File: config.mk
export PLATFORM = sky130hd
export DESIGN_NAME = key_mode_handler
export DESIGN_NICKNAME = d
export VERILOG_FILES = /design/src/pkg/key_mode_pkg.sv /design/src/rtl/key_mode_handler.sv
export SDC_FILE = /design/constraint.sdc
export NUM_CORES = 1
export LEC_CHECK = 0
export ABC_AREA = 1
export BUFFER_PORTS_ARGS = -buffer_cell sky130_fd_sc_hd__buf_2
export CAP_MARGIN = 20
export CORE_MARGIN = 1.5
export CORE_UTILIZATION = 47
export CTS_BUF_LIST = sky130_fd_sc_hd__clkbuf_4 sky130_fd_sc_hd__clkbuf_8
export CTS_CLUSTER_DIAMETER = 100
export DETAILED_ROUTE_END_ITERATION = 8
export PLACE_DENSITY_LB_ADDON = 0.08
export SYNTH_ARGS = -nofsm -noshare
export SYNTH_HDL_FRONTEND = slang
export SYNTH_SLANG_ARGS = --single-unit
export TNS_END_PERCENT = 50
File: constraint.sdc
create_clock -name core_clk -period 3.5 [get_ports core_clk]
set_clock_uncertainty 0.05 [all_clocks]
set_input_delay 0.175 -clock core_clk [delete_from_list [all_inputs] [get_ports core_clk]]
set_output_delay 0.175 -clock core_clk [all_outputs]
set_load 0.005 [all_outputs]
File: src/pkg/key_mode_pkg.sv
// Constants shared by the terminal key-mode handler.
// Assumes a single 100 MHz clock and a classic Wishbone register bus.
`default_nettype none
package key_mode_pkg;
  // Key event codes presented on the key port
  localparam logic [3:0] KEY_CHAR = 4'h0;
  localparam logic [3:0] KEY_UP = 4'h1;
  localparam logic [3:0] KEY_DOWN = 4'h2;
  localparam logic [3:0] KEY_LEFT = 4'h3;
  localparam logic [3:0] KEY_RIGHT = 4'h4;
  localparam logic [3:0] KEY_RETURN = 4'h5;
  localparam logic [3:0] KEY_ENTER = 4'h6;
  localparam logic [3:0] KEY_DELETE = 4'h7;
  localparam logic [3:0] KEY_SETUP = 4'h8;
  localparam logic [3:0] KEY_POINT = 4'h9;
  localparam logic [3:0] KEY_RESET = 4'hA;
  localparam logic [3:0] KEY_HOLD = 4'hB;
  localparam logic [3:0] KEY_ESC = 4'hC;
  localparam logic [3:0] KEY_SPACE = 4'hD;
  localparam logic [3:0] KEY_EXIT = 4'hE;
  // Character codes sent to the host
  localparam logic [7:0] CODE_CR = 8'h0D;
  localparam logic [7:0] CODE_ESC = 8'h1B;
  localparam logic [7:0] CODE_CTRL_MASK = 8'h1F;
  localparam logic [7:0] CODE_SPACE = 8'h20;
  localparam logic [7:0] CODE_DIGIT0 = 8'h30;
  // Marker bytes for position words in the transmit stream
  localparam logic [7:0] CODE_POS_X = 8'hF1;
  localparam logic [7:0] CODE_POS_Y = 8'hF2;
  // Cursor step sizes
  localparam logic [9:0] STEP_FINE = 10'h001;
  localparam logic [9:0] STEP_COARSE = 10'h00A;
  // Register offsets (byte addresses)
  localparam logic [3:0] REG_CTRL = 4'h0;
  localparam logic [3:0] REG_STATUS = 4'h4;
  localparam logic [3:0] REG_PARAM = 4'h8;
  localparam logic [3:0] REG_CURSOR = 4'hC;
  // Control register fields
  localparam int CTRL_ONLINE = 0;
  localparam int CTRL_FLOW = 1;
  localparam int CTRL_INTERP = 2;
  localparam int CTRL_LOC_REQ = 3;
  localparam int CTRL_TEST_EN = 4;
  localparam int CTRL_TEST_LSB = 8;
  localparam logic [31:0] CTRL_RESET = 32'h0000_0001;
  // Configuration table shape
  localparam int PARAM_COUNT = 8;
  localparam logic [3:0] PARAM_MAX_RESET = 4'h7;
  // Handler states
  typedef enum logic [1:0] {
    MODE_NORMAL = 2'b00,
    MODE_MENU = 2'b01,
    MODE_LOCATOR = 2'b10
  } mode_type;
endpackage
`default_nettype wire

File: src/rtl/key_mode_handler.sv
// Key-event handler: configuration menu, locator cursor, front indicators.
// Assumes synchronised one-cycle key events and a classic Wishbone master.
`default_nettype none
module key_mode_handler #(
  parameter int QUEUE_DEPTH = 16
) (
  input wire logic core_clk,
  input wire logic srst,
  // Key event port
  input wire logic key_valid,
  input wire logic [3:0] key_kind,
  input wire logic [7:0] key_char,
  input wire logic key_shift,
  input wire logic key_ctrl,
  // Printer status
  input wire logic copy_busy,
  // Host byte output
  output logic tx_valid,
  output logic [7:0] tx_data,
  input wire logic tx_ready,
  output logic host_halt,
  output logic echo_valid,
  output logic [7:0] echo_data,
  output logic bell,
  output logic full_reset,
  output logic cursor_show,
  output logic lamp_online,
  output logic lamp_local,
  output logic lamp_hold,
  output logic lamp_interp,
  output logic lamp_copy,
  // Wishbone
  input wire logic wb_cyc_i,
  input wire logic wb_stb_i,
  input wire logic wb_we_i,
  input wire logic [3:0] wb_adr_i,
  input wire logic [3:0] wb_sel_i,
  input wire logic [31:0] wb_dat_i,
  output logic [31:0] wb_dat_o,
  output logic wb_ack_o
);
  localparam int QW = $clog2(QUEUE_DEPTH);

  key_mode_pkg::mode_type mode_reg;
  logic [31:0] ctrl_reg;
  logic [2:0] param_reg;
  logic [3:0] setting_reg [key_mode_pkg::PARAM_COUNT];
  logic [3:0] pmax [key_mode_pkg::PARAM_COUNT];
  logic [9:0] cur_x_reg, cur_y_reg;
  logic host_entry_reg;
  logic hold_reg;
  logic [7:0] first_char_reg;
  logic first_pend_reg;
  logic [7:0] queue [QUEUE_DEPTH];
  logic [QW:0] wr_ptr_reg, rd_ptr_reg;
  logic loc_req_d_reg;

  // Byte enqueue request from the key logic, up to four bytes per event
  logic [7:0] push_byte [4];
  logic [2:0] push_count;
  logic [QW:0] used;
  logic room;
  logic key_take;
  logic [9:0] step;
  logic wb_hit;
  logic [3:0] code_hit;
  logic [7:0] exit_code;

  // Decodes a two-letter code into a parameter index; bit 3 flags a miss
  function automatic logic [3:0] code_lookup(input logic [7:0] a, input logic [7:0] b);
    logic [15:0] c;
    c = {a, b};
    unique case (c)
      16'h5453: code_lookup = 4'h0;
      16'h5253: code_lookup = 4'h1;
      16'h4C4C: code_lookup = 4'h2;
      16'h4241: code_lookup = 4'h3;
      16'h5045: code_lookup = 4'h4;
      16'h584F: code_lookup = 4'h5;
      16'h4E4C: code_lookup = 4'h6;
      16'h4B43: code_lookup = 4'h7;
      default: code_lookup = 4'h8;
    endcase
  endfunction

  // Highest legal setting of each parameter
  assign pmax[0] = key_mode_pkg::PARAM_MAX_RESET;
  assign pmax[1] = key_mode_pkg::PARAM_MAX_RESET;
  assign pmax[2] = 4'h1;
  assign pmax[3] = 4'h2;
  assign pmax[4] = 4'h1;
  assign pmax[5] = 4'h1;
  assign pmax[6] = 4'h1;
  assign pmax[7] = 4'h1;

  assign used = wr_ptr_reg - rd_ptr_reg;
  // Four slots must be free so a whole report lands at once
  assign room = (used <= (QW + 1)'(QUEUE_DEPTH - 4));
  // A key arriving with no room is dropped; reports are never torn
  assign key_take = key_valid && room;
  assign step = key_shift ? key_mode_pkg::STEP_COARSE : key_mode_pkg::STEP_FINE;
  // Pair lookup done once; a function result cannot be bit-selected directly
  assign code_hit = code_lookup(first_char_reg, key_char);
  // Code sent for a key that ends locator mode
  assign exit_code = (key_kind == key_mode_pkg::KEY_ESC) ? key_mode_pkg::CODE_ESC :
                     (key_kind == key_mode_pkg::KEY_SPACE) ? key_mode_pkg::CODE_SPACE : key_char;

  // Bytes that a key event sends to the host
  always_comb begin
    push_count = 3'd0;
    for (int i = 0; i < 4; i++) begin
      push_byte[i] = 8'h00;
    end
    if (key_take && ctrl_reg[key_mode_pkg::CTRL_ONLINE] && !ctrl_reg[key_mode_pkg::CTRL_INTERP])
      begin
      unique case (mode_reg)
        key_mode_pkg::MODE_NORMAL: begin
          if (key_kind == key_mode_pkg::KEY_ESC) begin
            push_byte[0] = key_mode_pkg::CODE_ESC;
            push_count = 3'd1;
          end else if (key_kind == key_mode_pkg::KEY_CHAR) begin
            push_byte[0] = key_ctrl ? (key_char & key_mode_pkg::CODE_CTRL_MASK) : key_char;
            push_count = 3'd1;
          end else if (key_kind == key_mode_pkg::KEY_SPACE) begin
            push_byte[0] = key_mode_pkg::CODE_SPACE;
            push_count = 3'd1;
          end
        end
        key_mode_pkg::MODE_LOCATOR: begin
          if (key_kind == key_mode_pkg::KEY_ENTER || key_kind == key_mode_pkg::KEY_RETURN) begin
            push_byte[0] = key_mode_pkg::CODE_POS_X;
            push_byte[1] = cur_x_reg[9:2];
            push_byte[2] = key_mode_pkg::CODE_POS_Y;
            push_byte[3] = cur_y_reg[9:2];
            push_count = 3'd4;
          end else if (key_kind == key_mode_pkg::KEY_DELETE) begin
            push_byte[0] = key_mode_pkg::CODE_CR;
            push_count = host_entry_reg ? 3'd1 : 3'd0;
          end else if (key_kind == key_mode_pkg::KEY_CHAR || key_kind == key_mode_pkg::KEY_ESC ||
                       key_kind == key_mode_pkg::KEY_SPACE) begin
            if (host_entry_reg) begin
              push_byte[0] = key_mode_pkg::CODE_CR;
              push_byte[1] = exit_code;
              push_byte[2] = cur_x_reg[9:2];
              push_byte[3] = cur_y_reg[9:2];
              push_count = 3'd4;
            end else begin
              push_byte[0] = exit_code;
              push_byte[1] = cur_x_reg[9:2];
              push_byte[2] = cur_y_reg[9:2];
              push_count = 3'd3;
            end
          end
        end
        default: push_count = 3'd0;
      endcase
    end
  end

  always_ff @(posedge core_clk) begin
    // full reset leaves every mode like power-up
    if (srst || full_reset) begin
      mode_reg <= key_mode_pkg::MODE_NORMAL;
      host_entry_reg <= 1'b0;
      loc_req_d_reg <= 1'b0;
    end else begin
      loc_req_d_reg <= ctrl_reg[key_mode_pkg::CTRL_LOC_REQ];
      if (mode_reg == key_mode_pkg::MODE_NORMAL && ctrl_reg[key_mode_pkg::CTRL_LOC_REQ] &&
          !loc_req_d_reg) begin
        mode_reg <= key_mode_pkg::MODE_LOCATOR;
        host_entry_reg <= 1'b1;
      end else if (key_take) begin
        unique case (mode_reg)
          key_mode_pkg::MODE_NORMAL: begin
            if (key_kind == key_mode_pkg::KEY_SETUP) begin
              mode_reg <= key_mode_pkg::MODE_MENU;
            end else if (key_kind == key_mode_pkg::KEY_POINT && key_shift) begin
              mode_reg <= key_mode_pkg::MODE_LOCATOR;
              host_entry_reg <= 1'b0;
            end
          end
          key_mode_pkg::MODE_MENU: begin
            if (key_kind == key_mode_pkg::KEY_SETUP || key_kind == key_mode_pkg::KEY_EXIT) begin
              mode_reg <= key_mode_pkg::MODE_NORMAL;
            end
          end
          key_mode_pkg::MODE_LOCATOR: begin
            if (!(key_kind inside {key_mode_pkg::KEY_UP, key_mode_pkg::KEY_DOWN,
                                   key_mode_pkg::KEY_LEFT, key_mode_pkg::KEY_RIGHT})) begin
              mode_reg <= key_mode_pkg::MODE_NORMAL;
            end
          end
          default: mode_reg <= key_mode_pkg::MODE_NORMAL;
        endcase
      end
    end
  end

  // Menu navigation and direct entry
  always_ff @(posedge core_clk) begin
    // full reset also loses the configuration settings
    if (srst || full_reset) begin
      param_reg <= 3'd0;
      first_pend_reg <= 1'b0;
      first_char_reg <= 8'h00;
      for (int i = 0; i < key_mode_pkg::PARAM_COUNT; i++) begin
        setting_reg[i] <= 4'h0;
      end
    end else if (key_take && mode_reg == key_mode_pkg::MODE_MENU) begin
      unique case (key_kind)
        key_mode_pkg::KEY_UP, key_mode_pkg::KEY_SPACE:
          setting_reg[param_reg] <= (setting_reg[param_reg] >= pmax[param_reg]) ? 4'h0 :
                                    setting_reg[param_reg] + 4'h1;
        key_mode_pkg::KEY_DOWN:
          setting_reg[param_reg] <= (setting_reg[param_reg] == 4'h0) ? pmax[param_reg] :
                                    setting_reg[param_reg] - 4'h1;
        key_mode_pkg::KEY_RIGHT, key_mode_pkg::KEY_RETURN: param_reg <= param_reg + 3'd1;
        key_mode_pkg::KEY_LEFT: param_reg <= param_reg - 3'd1;
        key_mode_pkg::KEY_CHAR: begin
          if (key_char >= 8'h41 && key_char <= 8'h5A) begin
            if (!first_pend_reg) begin
              first_char_reg <= key_char;
              first_pend_reg <= 1'b1;
            end else begin
              first_pend_reg <= 1'b0;
              if (!code_hit[3]) begin
                param_reg <= code_hit[2:0];
              end
            end
          end else if (key_char >= key_mode_pkg::CODE_DIGIT0 &&
                       key_char - key_mode_pkg::CODE_DIGIT0 <= {4'h0, pmax[param_reg]}) begin
            setting_reg[param_reg] <= 4'(key_char - key_mode_pkg::CODE_DIGIT0);
            first_pend_reg <= 1'b0;
          end else begin
            first_pend_reg <= 1'b0;
          end
        end
        default: first_pend_reg <= 1'b0;
      endcase
    end
  end

  // Bell, reset pulse and local echo
  always_ff @(posedge core_clk) begin
    if (srst) begin
      bell <= 1'b0;
      full_reset <= 1'b0;
      echo_valid <= 1'b0;
      echo_data <= 8'h00;
    end else begin
      bell <= 1'b0;
      full_reset <= 1'b0;
      echo_valid <= 1'b0;
      if (key_take && mode_reg == key_mode_pkg::MODE_MENU) begin
        if (key_kind == key_mode_pkg::KEY_RESET) begin
          full_reset <= key_shift;
          bell <= !key_shift;
        end else if (key_kind == key_mode_pkg::KEY_SETUP) begin
          bell <= 1'b0;
        end else if (key_kind == key_mode_pkg::KEY_CHAR) begin
          // bad code rings; bad value rings
          bell <= (first_pend_reg && key_char >= 8'h41 && key_char <= 8'h5A &&
                   code_hit[3]) ||
                  (!(key_char >= 8'h41 && key_char <= 8'h5A) &&
                   !(key_char >= key_mode_pkg::CODE_DIGIT0 &&
                     key_char - key_mode_pkg::CODE_DIGIT0 <= {4'h0, pmax[param_reg]}));
        end
      end
      if (key_take && mode_reg == key_mode_pkg::MODE_NORMAL &&
          !ctrl_reg[key_mode_pkg::CTRL_ONLINE] && key_kind == key_mode_pkg::KEY_CHAR) begin
        echo_valid <= 1'b1;
        echo_data <= key_char;
      end
    end
  end

  always_ff @(posedge core_clk) begin
    if (srst || full_reset) begin
      cur_x_reg <= 10'h000;
      cur_y_reg <= 10'h000;
    end else if (key_take && mode_reg == key_mode_pkg::MODE_LOCATOR) begin
      unique case (key_kind)
        key_mode_pkg::KEY_UP: cur_y_reg <= cur_y_reg + step;
        key_mode_pkg::KEY_DOWN: cur_y_reg <= cur_y_reg - step;
        key_mode_pkg::KEY_RIGHT: cur_x_reg <= cur_x_reg + step;
        key_mode_pkg::KEY_LEFT: cur_x_reg <= cur_x_reg - step;
        default: cur_x_reg <= cur_x_reg;
      endcase
    end
  end

  // hold toggles; only with flow control on
  always_ff @(posedge core_clk) begin
    if (srst) begin
      hold_reg <= 1'b0;
    end else if (!ctrl_reg[key_mode_pkg::CTRL_FLOW]) begin
      hold_reg <= 1'b0;
    end else if (key_take && key_kind == key_mode_pkg::KEY_HOLD) begin
      hold_reg <= !hold_reg;
    end
  end

  // transmit queue; drained only while not held
  always_ff @(posedge core_clk) begin
    if (srst) begin
      wr_ptr_reg <= '0;
      rd_ptr_reg <= '0;
      tx_valid <= 1'b0;
      tx_data <= 8'h00;
    end else begin
      for (int i = 0; i < 4; i++) begin
        if (3'(i) < push_count) begin
          queue[QW'(wr_ptr_reg + (QW + 1)'(i))] <= push_byte[i];
        end
      end
      wr_ptr_reg <= wr_ptr_reg + (QW + 1)'(push_count);
      if (tx_valid && tx_ready) begin
        tx_valid <= 1'b0;
      end else if (!tx_valid && !hold_reg && used != '0) begin
        tx_valid <= 1'b1;
        tx_data <= queue[QW'(rd_ptr_reg)];
        rd_ptr_reg <= rd_ptr_reg + (QW + 1)'(1);
      end
    end
  end

  always_ff @(posedge core_clk) begin
    if (srst) begin
      lamp_online <= 1'b0;
      lamp_local <= 1'b0;
      lamp_hold <= 1'b0;
      lamp_interp <= 1'b0;
      lamp_copy <= 1'b0;
      host_halt <= 1'b0;
      cursor_show <= 1'b0;
    end else begin
      if (ctrl_reg[key_mode_pkg::CTRL_TEST_EN]) begin
        lamp_online <= ctrl_reg[key_mode_pkg::CTRL_TEST_LSB];
        lamp_local <= ctrl_reg[key_mode_pkg::CTRL_TEST_LSB + 1];
        lamp_interp <= ctrl_reg[key_mode_pkg::CTRL_TEST_LSB + 2];
        lamp_copy <= ctrl_reg[key_mode_pkg::CTRL_TEST_LSB + 3];
      end else begin
        lamp_online <= ctrl_reg[key_mode_pkg::CTRL_ONLINE];
        lamp_local <= !ctrl_reg[key_mode_pkg::CTRL_ONLINE];
        lamp_interp <= ctrl_reg[key_mode_pkg::CTRL_INTERP];
        lamp_copy <= copy_busy;
      end
      lamp_hold <= hold_reg;
      host_halt <= hold_reg;
      cursor_show <= (mode_reg == key_mode_pkg::MODE_LOCATOR);
    end
  end

  // Wishbone slave: one wait state, unmapped reads zero
  assign wb_hit = wb_cyc_i && wb_stb_i && !wb_ack_o;
  always_ff @(posedge core_clk) begin
    if (srst) begin
      ctrl_reg <= key_mode_pkg::CTRL_RESET;
      wb_ack_o <= 1'b0;
      wb_dat_o <= 32'h0000_0000;
    end else begin
      wb_ack_o <= wb_hit;
      // Write lands at the edge where the master samples ack
      if (wb_cyc_i && wb_stb_i && wb_ack_o && wb_we_i && wb_adr_i == key_mode_pkg::REG_CTRL) begin
        for (int b = 0; b < 4; b++) begin
          if (wb_sel_i[b]) begin
            ctrl_reg[b*8 +: 8] <= wb_dat_i[b*8 +: 8];
          end
        end
      end
      // full reset restores the power-up control word
      if (full_reset) begin
        ctrl_reg <= key_mode_pkg::CTRL_RESET;
      end
      unique case (wb_adr_i)
        key_mode_pkg::REG_CTRL: wb_dat_o <= ctrl_reg;
        key_mode_pkg::REG_STATUS: wb_dat_o <= {24'h0, 3'(used), hold_reg, host_entry_reg,
                                                first_pend_reg, mode_reg};
        key_mode_pkg::REG_PARAM: wb_dat_o <= {25'h0, setting_reg[param_reg], param_reg};
        key_mode_pkg::REG_CURSOR: wb_dat_o <= {6'h0, cur_y_reg, 6'h0, cur_x_reg};
        default: wb_dat_o <= 32'h0000_0000;
      endcase
    end
  end

  // no reset from an unshifted press
  chk_reset_bell_only: assert property (@(posedge core_clk) disable iff (srst)
    (key_take && mode_reg == key_mode_pkg::MODE_MENU && key_kind == key_mode_pkg::KEY_RESET &&
     !key_shift) |=> bell && !full_reset) else $error("unshifted reset not bell only");
  chk_hold_flow_off: assert property (@(posedge core_clk) disable iff (srst)
    !ctrl_reg[key_mode_pkg::CTRL_FLOW] |=> !hold_reg) else $error("hold without flow");
  chk_hold_blocks_tx: assert property (@(posedge core_clk) disable iff (srst)
    (hold_reg && !tx_valid) |=> !tx_valid) else $error("transmit during hold");
  chk_online_lamp: assert property (@(posedge core_clk) disable iff (srst)
    !ctrl_reg[key_mode_pkg::CTRL_TEST_EN] |=> lamp_online == $past(ctrl_reg[0]))
    else $error("online lamp wrong");
  chk_locator_entry: assert property (@(posedge core_clk) disable iff (srst)
    (key_take && mode_reg == key_mode_pkg::MODE_NORMAL && key_kind == key_mode_pkg::KEY_POINT
     && key_shift && !(ctrl_reg[3] && !loc_req_d_reg)) |=> ##1 cursor_show)
    else $error("locator not entered");
  chk_coarse_step: assert property (@(posedge core_clk) disable iff (srst)
    (key_take && mode_reg == key_mode_pkg::MODE_LOCATOR && key_kind == key_mode_pkg::KEY_RIGHT
     && key_shift) |=> cur_x_reg == $past(cur_x_reg) + 10'd10) else $error("step not ten");
  chk_setting_wrap: assert property (@(posedge core_clk) disable iff (srst)
    (key_take && mode_reg == key_mode_pkg::MODE_MENU && key_kind == key_mode_pkg::KEY_UP &&
     setting_reg[param_reg] == pmax[param_reg]) |=> setting_reg[$past(param_reg)] == 4'h0)
    else $error("no wrap");
  chk_enter_report: assert property (@(posedge core_clk) disable iff (srst)
    (key_take && mode_reg == key_mode_pkg::MODE_LOCATOR && key_kind == key_mode_pkg::KEY_ENTER
     && ctrl_reg[0] && !ctrl_reg[2]) |=> used == $past(used) + 4 - (QW + 1)'($past(tx_valid)
     == 1'b0 && $past(used) != 0 && !$past(hold_reg))) else $error("report missing");
endmodule // key_mode_handler
`default_nettype wire

# After elaboration in Yosys (flattened, before gate mapping)
# Memories as Yosys holds them, arrays and structs flattened. A register that Yosys moved wholly into a read port is not among the register bits.
# Cells that the tools add are included.
[totals] ram_bits=160 romBits=32 register_bits=130 mem_count=3 inputBits=62 out_inout_bits=60
[classes] n_bitwise=9 addsub=15 n_reduce_logical=76 eq_ne=37 muxes=96 magnitude_cmp=11
[memory_table] memory="queue" depth=16 width=8 rd=1 rd_clocked_by_memory_dff=1 write_ports=4 line_no="key_mode_handler.sv:54" text="logic [7:0] queue [QUEUE_DEPTH];"
[memory_table] memory="(name not given)" depth=8 width=4 rd=1 rd_clocked_by_memory_dff=0 write_ports=0 line_no="key_mode_handler.sv:266" text="key_char - key_mode_pkg::CODE_DIGIT0 <= {4'h0, pmax[param_reg]}));"
[memory_table] memory="setting_reg" depth=8 width=4 rd=1 rd_clocked_by_memory_dff=1 write_ports=8 line_no="key_mode_handler.sv:47" text="logic [3:0] setting_reg [key_mode_pkg::PARAM_COUNT];"
[op_table] cell="$eq A16 B15 Y1 const B" n=8
[op_table] cell="$pmux W32 S4" n=1
[op_table] cell="$mux W32" n=3
[op_table] cell="$mux W24" n=3
[op_table] cell="$mux W8" n=7
[op_table] cell="$mux W1" n=46
[op_table] cell="$pmux W10 S2" n=2
[op_table] cell="$mux W3" n=13
[op_table] cell="$eq A4 B4 Y1 const B" n=9
[op_table] cell="$mux W4" n=8
[op_table] cell="$pmux W4 S8" n=1
[op_table] cell="$logic_and A1 B1 Y1" n=26
[op_table] cell="$add A10 B4 Y10" n=2
[op_table] cell="$eq A4 B3 Y1 const B" n=5
[op_table] cell="$sub A10 B4 Y10" n=2
[op_table] cell="$pmux W8 S2" n=1
[op_table] cell="$reduce_and A2 Y1" n=8
[op_table] cell="$reduce_and A4 Y1" n=4
[op_table] cell="$reduce_or A2 Y1" n=7
[op_table] cell="$logic_not A4 Y1" n=3
[op_table] cell="$mux W2" n=6
[op_table] cell="$ne A2 B2 Y1 const B" n=5
[op_table] cell="$reduce_bool A2 Y1" n=5
[op_table] cell="$logic_not A1 Y1" n=9
[op_table] cell="42 further kinds" n=60

# Longest topological paths before layout
[logic_depth] ltp_word=15 depth_mapped=22 depth_no_buf=20

# Worst setup path before layout
# Ideal clock, no wire load.
[synth_timing] path_kind="reg2reg" from="register wr_ptr_reg[1]" to="memory queue[9][0], enable pin" path_stages_with_launch=19 slack_ns=0.265 arrival_ns=2.856 synth_period_minus_slack_ns=3.235 setup_ns=0.329 required_ns=3.121 cell_sequence="dfxtp_1 -> clkbuf_1 -> inv_1 -> fa_1 -> inv_1 -> nand3_1 -> nand3_1 -> nand2_1 -> nor2_1 -> nand3_2 -> nor2_4 -> nand2_2 -> nor2_1 -> inv_2 -> nor2_4 -> inv_1 -> nand2_1 -> nor2_1 -> nand2_1"
[synth_rtl] item="from (decl)" line_no="key_mode_handler.sv:55" text="logic [QW:0] wr_ptr_reg, rd_ptr_reg;"
[synth_rtl] item="from (signal assigned)" line_no="key_mode_handler.sv:316" text="wr_ptr_reg <= wr_ptr_reg + (QW + 1)'(push_count);"
[synth_rtl] item="to (decl)" line_no="key_mode_handler.sv:54"

==> summary.md <==
| Metric | Value |
|---|---|
| Run status | finished clean |
| Starting Density | 47.7% |
| DRC violations left | 0 |
| Crit path time final | 3.36 ns |
| M3 GR Usage | 11.7% |
| Final Hold Vio Count | 0 |
| P&R area growth vs syn | 20.9% |
| CTS sink count | 301 |
| TritonRoute pass-1 iters | 7 |
| Arrival @ worst endpoint | 3.65 ns |
| Crit path from | wr_ptr_reg[0]$_SDFF_PP0_ |
| Largest net degree at the start of global routing | 69 |
| Reg2Reg Setup Slack | 0.14 ns |
| Clock tree buffer depth | 3 |
| Hold Path Sink | wb_dat_o[3]$_SDFF_PP0_ |
| Final worst setup slack | 0.142 ns |
| Full die area | 42,700 µm² |
| Startpoint types | register |
| All-layer global routing usage | 39.4% |
| Slew Limit Fails | 0 |
| Initial antenna violation count | 2 |
| WL per Instance | 23.2 µm |
| Least-Margin Pin Slew | 1.01 ns |
| Max-cap violations | 0 |
| Hold Path Cell Cnt | 6 |
| Die W | 207 µm |
| Vias | 21,800 |
| Top FF cell, synth | edfxtp_1 |
| Vias in the first global route | 20,200 |
| HPWL after DPL | 62,300 µm |
| Crit path max fanout | 11 |
| CTS tree | built |
| Share of cells above drive strength 1 | 15.4% |
| CTS Buf Count | 51 |
| Worst min path class | in -> reg |
| FP Rows | 74 |
| Slew Limit Headroom | 32.3% |
| Crit. End Element | register |
| Async S/R FF share, synth | 0% |
| Number of library cell types mapped by synthesis | 56 |
| Port Buffers | 121 |
| Register area | 7630 µm² |
| Clk slew on worst S/H paths | 0.06 ns |
| Net Sw Power | 3.31 mW |
| Final Total Pwr | 9.39 mW |
| H-tree levels | 2 |
| Sequential power share | 41.0% |
| EDFF count, synth | 160 |
| WL final | 85,000 µm |
| Clk_lat worst skew | 0.69 ns |
| Core Footprint | 40,900 µm² |
| Fillers | 3,954 |
| Met2 GRT Util | 56.2% |
| Hold Crit Start | wb_adr_i[0] |
| M1 GR Usage | 54.4% |
| LEAKAGE | 10.5 nW |
| Initial DRC Count | 3,174 |
| Clk root buf | clkbuf_8 |
| Gate power share | 25.4% |
| Vias per cell | 5.95 |
| Max Fclk | 298 MHz |
| Critical R2R Launch | wr_ptr_reg[0]$_SDFF_PP0_ |
| Top reg by flops | queue |
| Power Dens Cells | 398 nW/µm² |
| Cell-internal power | 6.08 mW |
| Reg2Reg Depth | 15 |
| Synthesis Warnings | 0 |
| Setup WS pre-CTS | -0.0247 ns |
| Busiest metal layer after global routing | met2 |
| Syn avg cell area | 6.98 µm² |
| First-pass GRT wire length | 124,000 µm |
| Clk pwr share | 33.6% |
| Max FFs per register | 128 |
| Worst vdd ir | 0.365 mV |
| Final instance area | 23,600 µm² |
| Kind of critical path | reg -> reg |
| Synth Cell Area | 19,500 µm² |
| Sw frac | 35.3% |
| Synthesized flop and latch total | 301 |
| Final nets | 3,203 |
| Area of the multi-input gates | 10,400 µm² |
| RSZ-0062 raised after global routing | yes |
| Cells after Synth | 2,797 |
| Placed inst area | 21,700 µm² |
| Final period util | 95.9% |
| FF-to-FF End | queue[5][1]$_DFFE_PP_ |
| Grt ovf | 0 |
| Syn Nets | 2,902 |
| CP Data Required Time | 3.79 ns |
| GPL Wtd Cong | 1.04 |
| Final antenna-violating net count | 0 |
| Sequential area share after synthesis | 39.1% |
| # IOs | 122 |
| Setup violations, final | 0 |
| DIE HEIGHT | 207 µm |
[metrics by stage]
step           TNS (ns)  std cells  utilization [%]  hold slack [ns]
2_1_floorplan         0       2797                -            0.219
3_3_place_gp          0       3494             53.0            0.301
3_5_place_dp    -0.0247       3494             53.0            0.305
4_1_cts               0       3663             57.3           0.0248
5_1_grt          -0.539       3670             57.7           0.0911
6_report              0       3671             57.7           0.0620
[worst max-delay path, cell delays in order (launching register included)]
cell and delay, ns:
dfxtp_1 0.32, inv_1 0.06, ha_1 0.22, fa_1 0.48, nand2_1 0.08, inv_1 0.05
nor2_1 0.13, nand3_1 0.16, nand3_4 0.19, inv_2 0.09, buf_4 0.17, nand2_1 0.29
inv_1 0.14, buf_4 0.25, o211ai_1 0.20, nand3_1 0.17
[power groups by stage]
stage	clock network (mW)	logic (mW)	registers (mW)
global placement	0	2.17	3.92
detailed placement	0	2.18	3.92
global route	3.33	2.54	3.85
finish	3.15	2.39	3.85
CTS	3.18	2.24	3.85
floorplan	0	1.21	3.92
[kinds of logic after synthesis]
kind of cell,count (synthesis),share of synthesized area [%]
AND/OR/NAND/NOR,1529,34.5
AO/OA/AOI/OAI,499,14.4
buffers and inverters,410,8.33
flip-flops,301,39.1
adder cells (fa/ha/maj),43,2.95
XOR/XNOR,14,0.628
multiplexers,1,0.0513
[worst max path at each step]
stage / end / slack (ns)
after detailed placement: queue[7][3]$_DFFE_PP_ / -0.02
after global placement: queue[7][3]$_DFFE_PP_ / 0.003
after global routing: queue[15][4]$_DFFE_PP_ / -0.03
after floorplan: queue[9][0]$_DFFE_PP_ / 0.26
final: queue[5][1]$_DFFE_PP_ / 0.14
after CTS: queue[1][7]$_DFFE_PP_ / 0.02
[layout make-up]
| class | instances | share of cell area, % |
|---|---|---|
| Multi-Input combinational cell | 2086 | 43.9 |
| Sequential cell | 301 | 32.3 |
| Timing Repair Buffer | 378 | 12.3 |
| Inverter | 280 | 4.50 |
| Clock buffer | 64 | 3.39 |
| Tap cell | 532 | 2.82 |
| Clock inverter | 29 | 0.795 |
| Antenna cell | 1 | 0.0106 |
[synth_stat cells (3+ instances only)]
library cell,instances,share of area [%]
a21o_1,5,0.19
a21oi_1,155,4.0
a221oi_1,4,0.18
a31oi_1,6,0.19
a41oi_1,12,0.54
buf_1,6,0.12
buf_2,27,0.69
buf_4,4,0.15
buf_6,5,0.29
clkbuf_1,88,1.7
clkinv_1,11,0.21
dfxtp_1,141,14
edfxtp_1,160,25
fa_1,5,0.51
ha_1,38,2.4
inv_1,256,4.9
inv_2,13,0.25
nand2_1,695,13
nand2_2,7,0.22
nand3_1,317,8.1
nand3_2,12,0.62
nand4_1,60,1.9
nand4_2,3,0.19
nand4_4,5,0.55
nor2_1,346,6.7
nor2_2,6,0.19
nor2_4,8,0.46
nor3_1,41,1.1
nor3_2,3,0.15
nor3b_1,3,0.12
nor4_1,8,0.26
o2111ai_1,3,0.13
o211ai_1,29,1.1
o21ai_0,216,5.5
o21ai_1,10,0.26
o221ai_1,17,0.76
o22ai_1,26,0.83
or2_2,9,0.29
xnor2_1,5,0.22
xor2_1,9,0.40
[cell usage in the layout (no fill, tap or decap), drive strengths merged, types with 2 or more instances in the layout]
master,n
nand2,704
nor2,360
nand3,330
buf,300
inv,268
o21ai,226
edfxtp,160
a21oi,158
dfxtp,141
dlygate4sd3,76
nand4,68
clkbuf,66
nor3,44
ha,38
clkinv,37
o211ai,30
o22ai,26
o221ai,17
a41oi,12
xor2,9
or2,9
nor4,9
a31oi,6
xnor2,5
fa,5
a21o,5
a221oi,4
clkinvlp,3
o2111ai,3
nor3b,3
a22oi,2
o31ai,2
a211oi,2
nand3b,2
o21a,2
[metal layers]
metal	part of all wire [%]	routed length, µm
met1	42	35500
met2	40	34300
met3	13	11000
met4	5.0	4220
met5	0.027	23
[repair_timing]
item,in CTS,in global routing
pin swaps,0,4
buffers inserted,0,5
hold buffers,76,0
gates resized for setup,1,25
setup endpoints to repair,1,283
cloned,0,2
endpoints found under the hold margin,63,0
(Power assumes the default switching activity.)
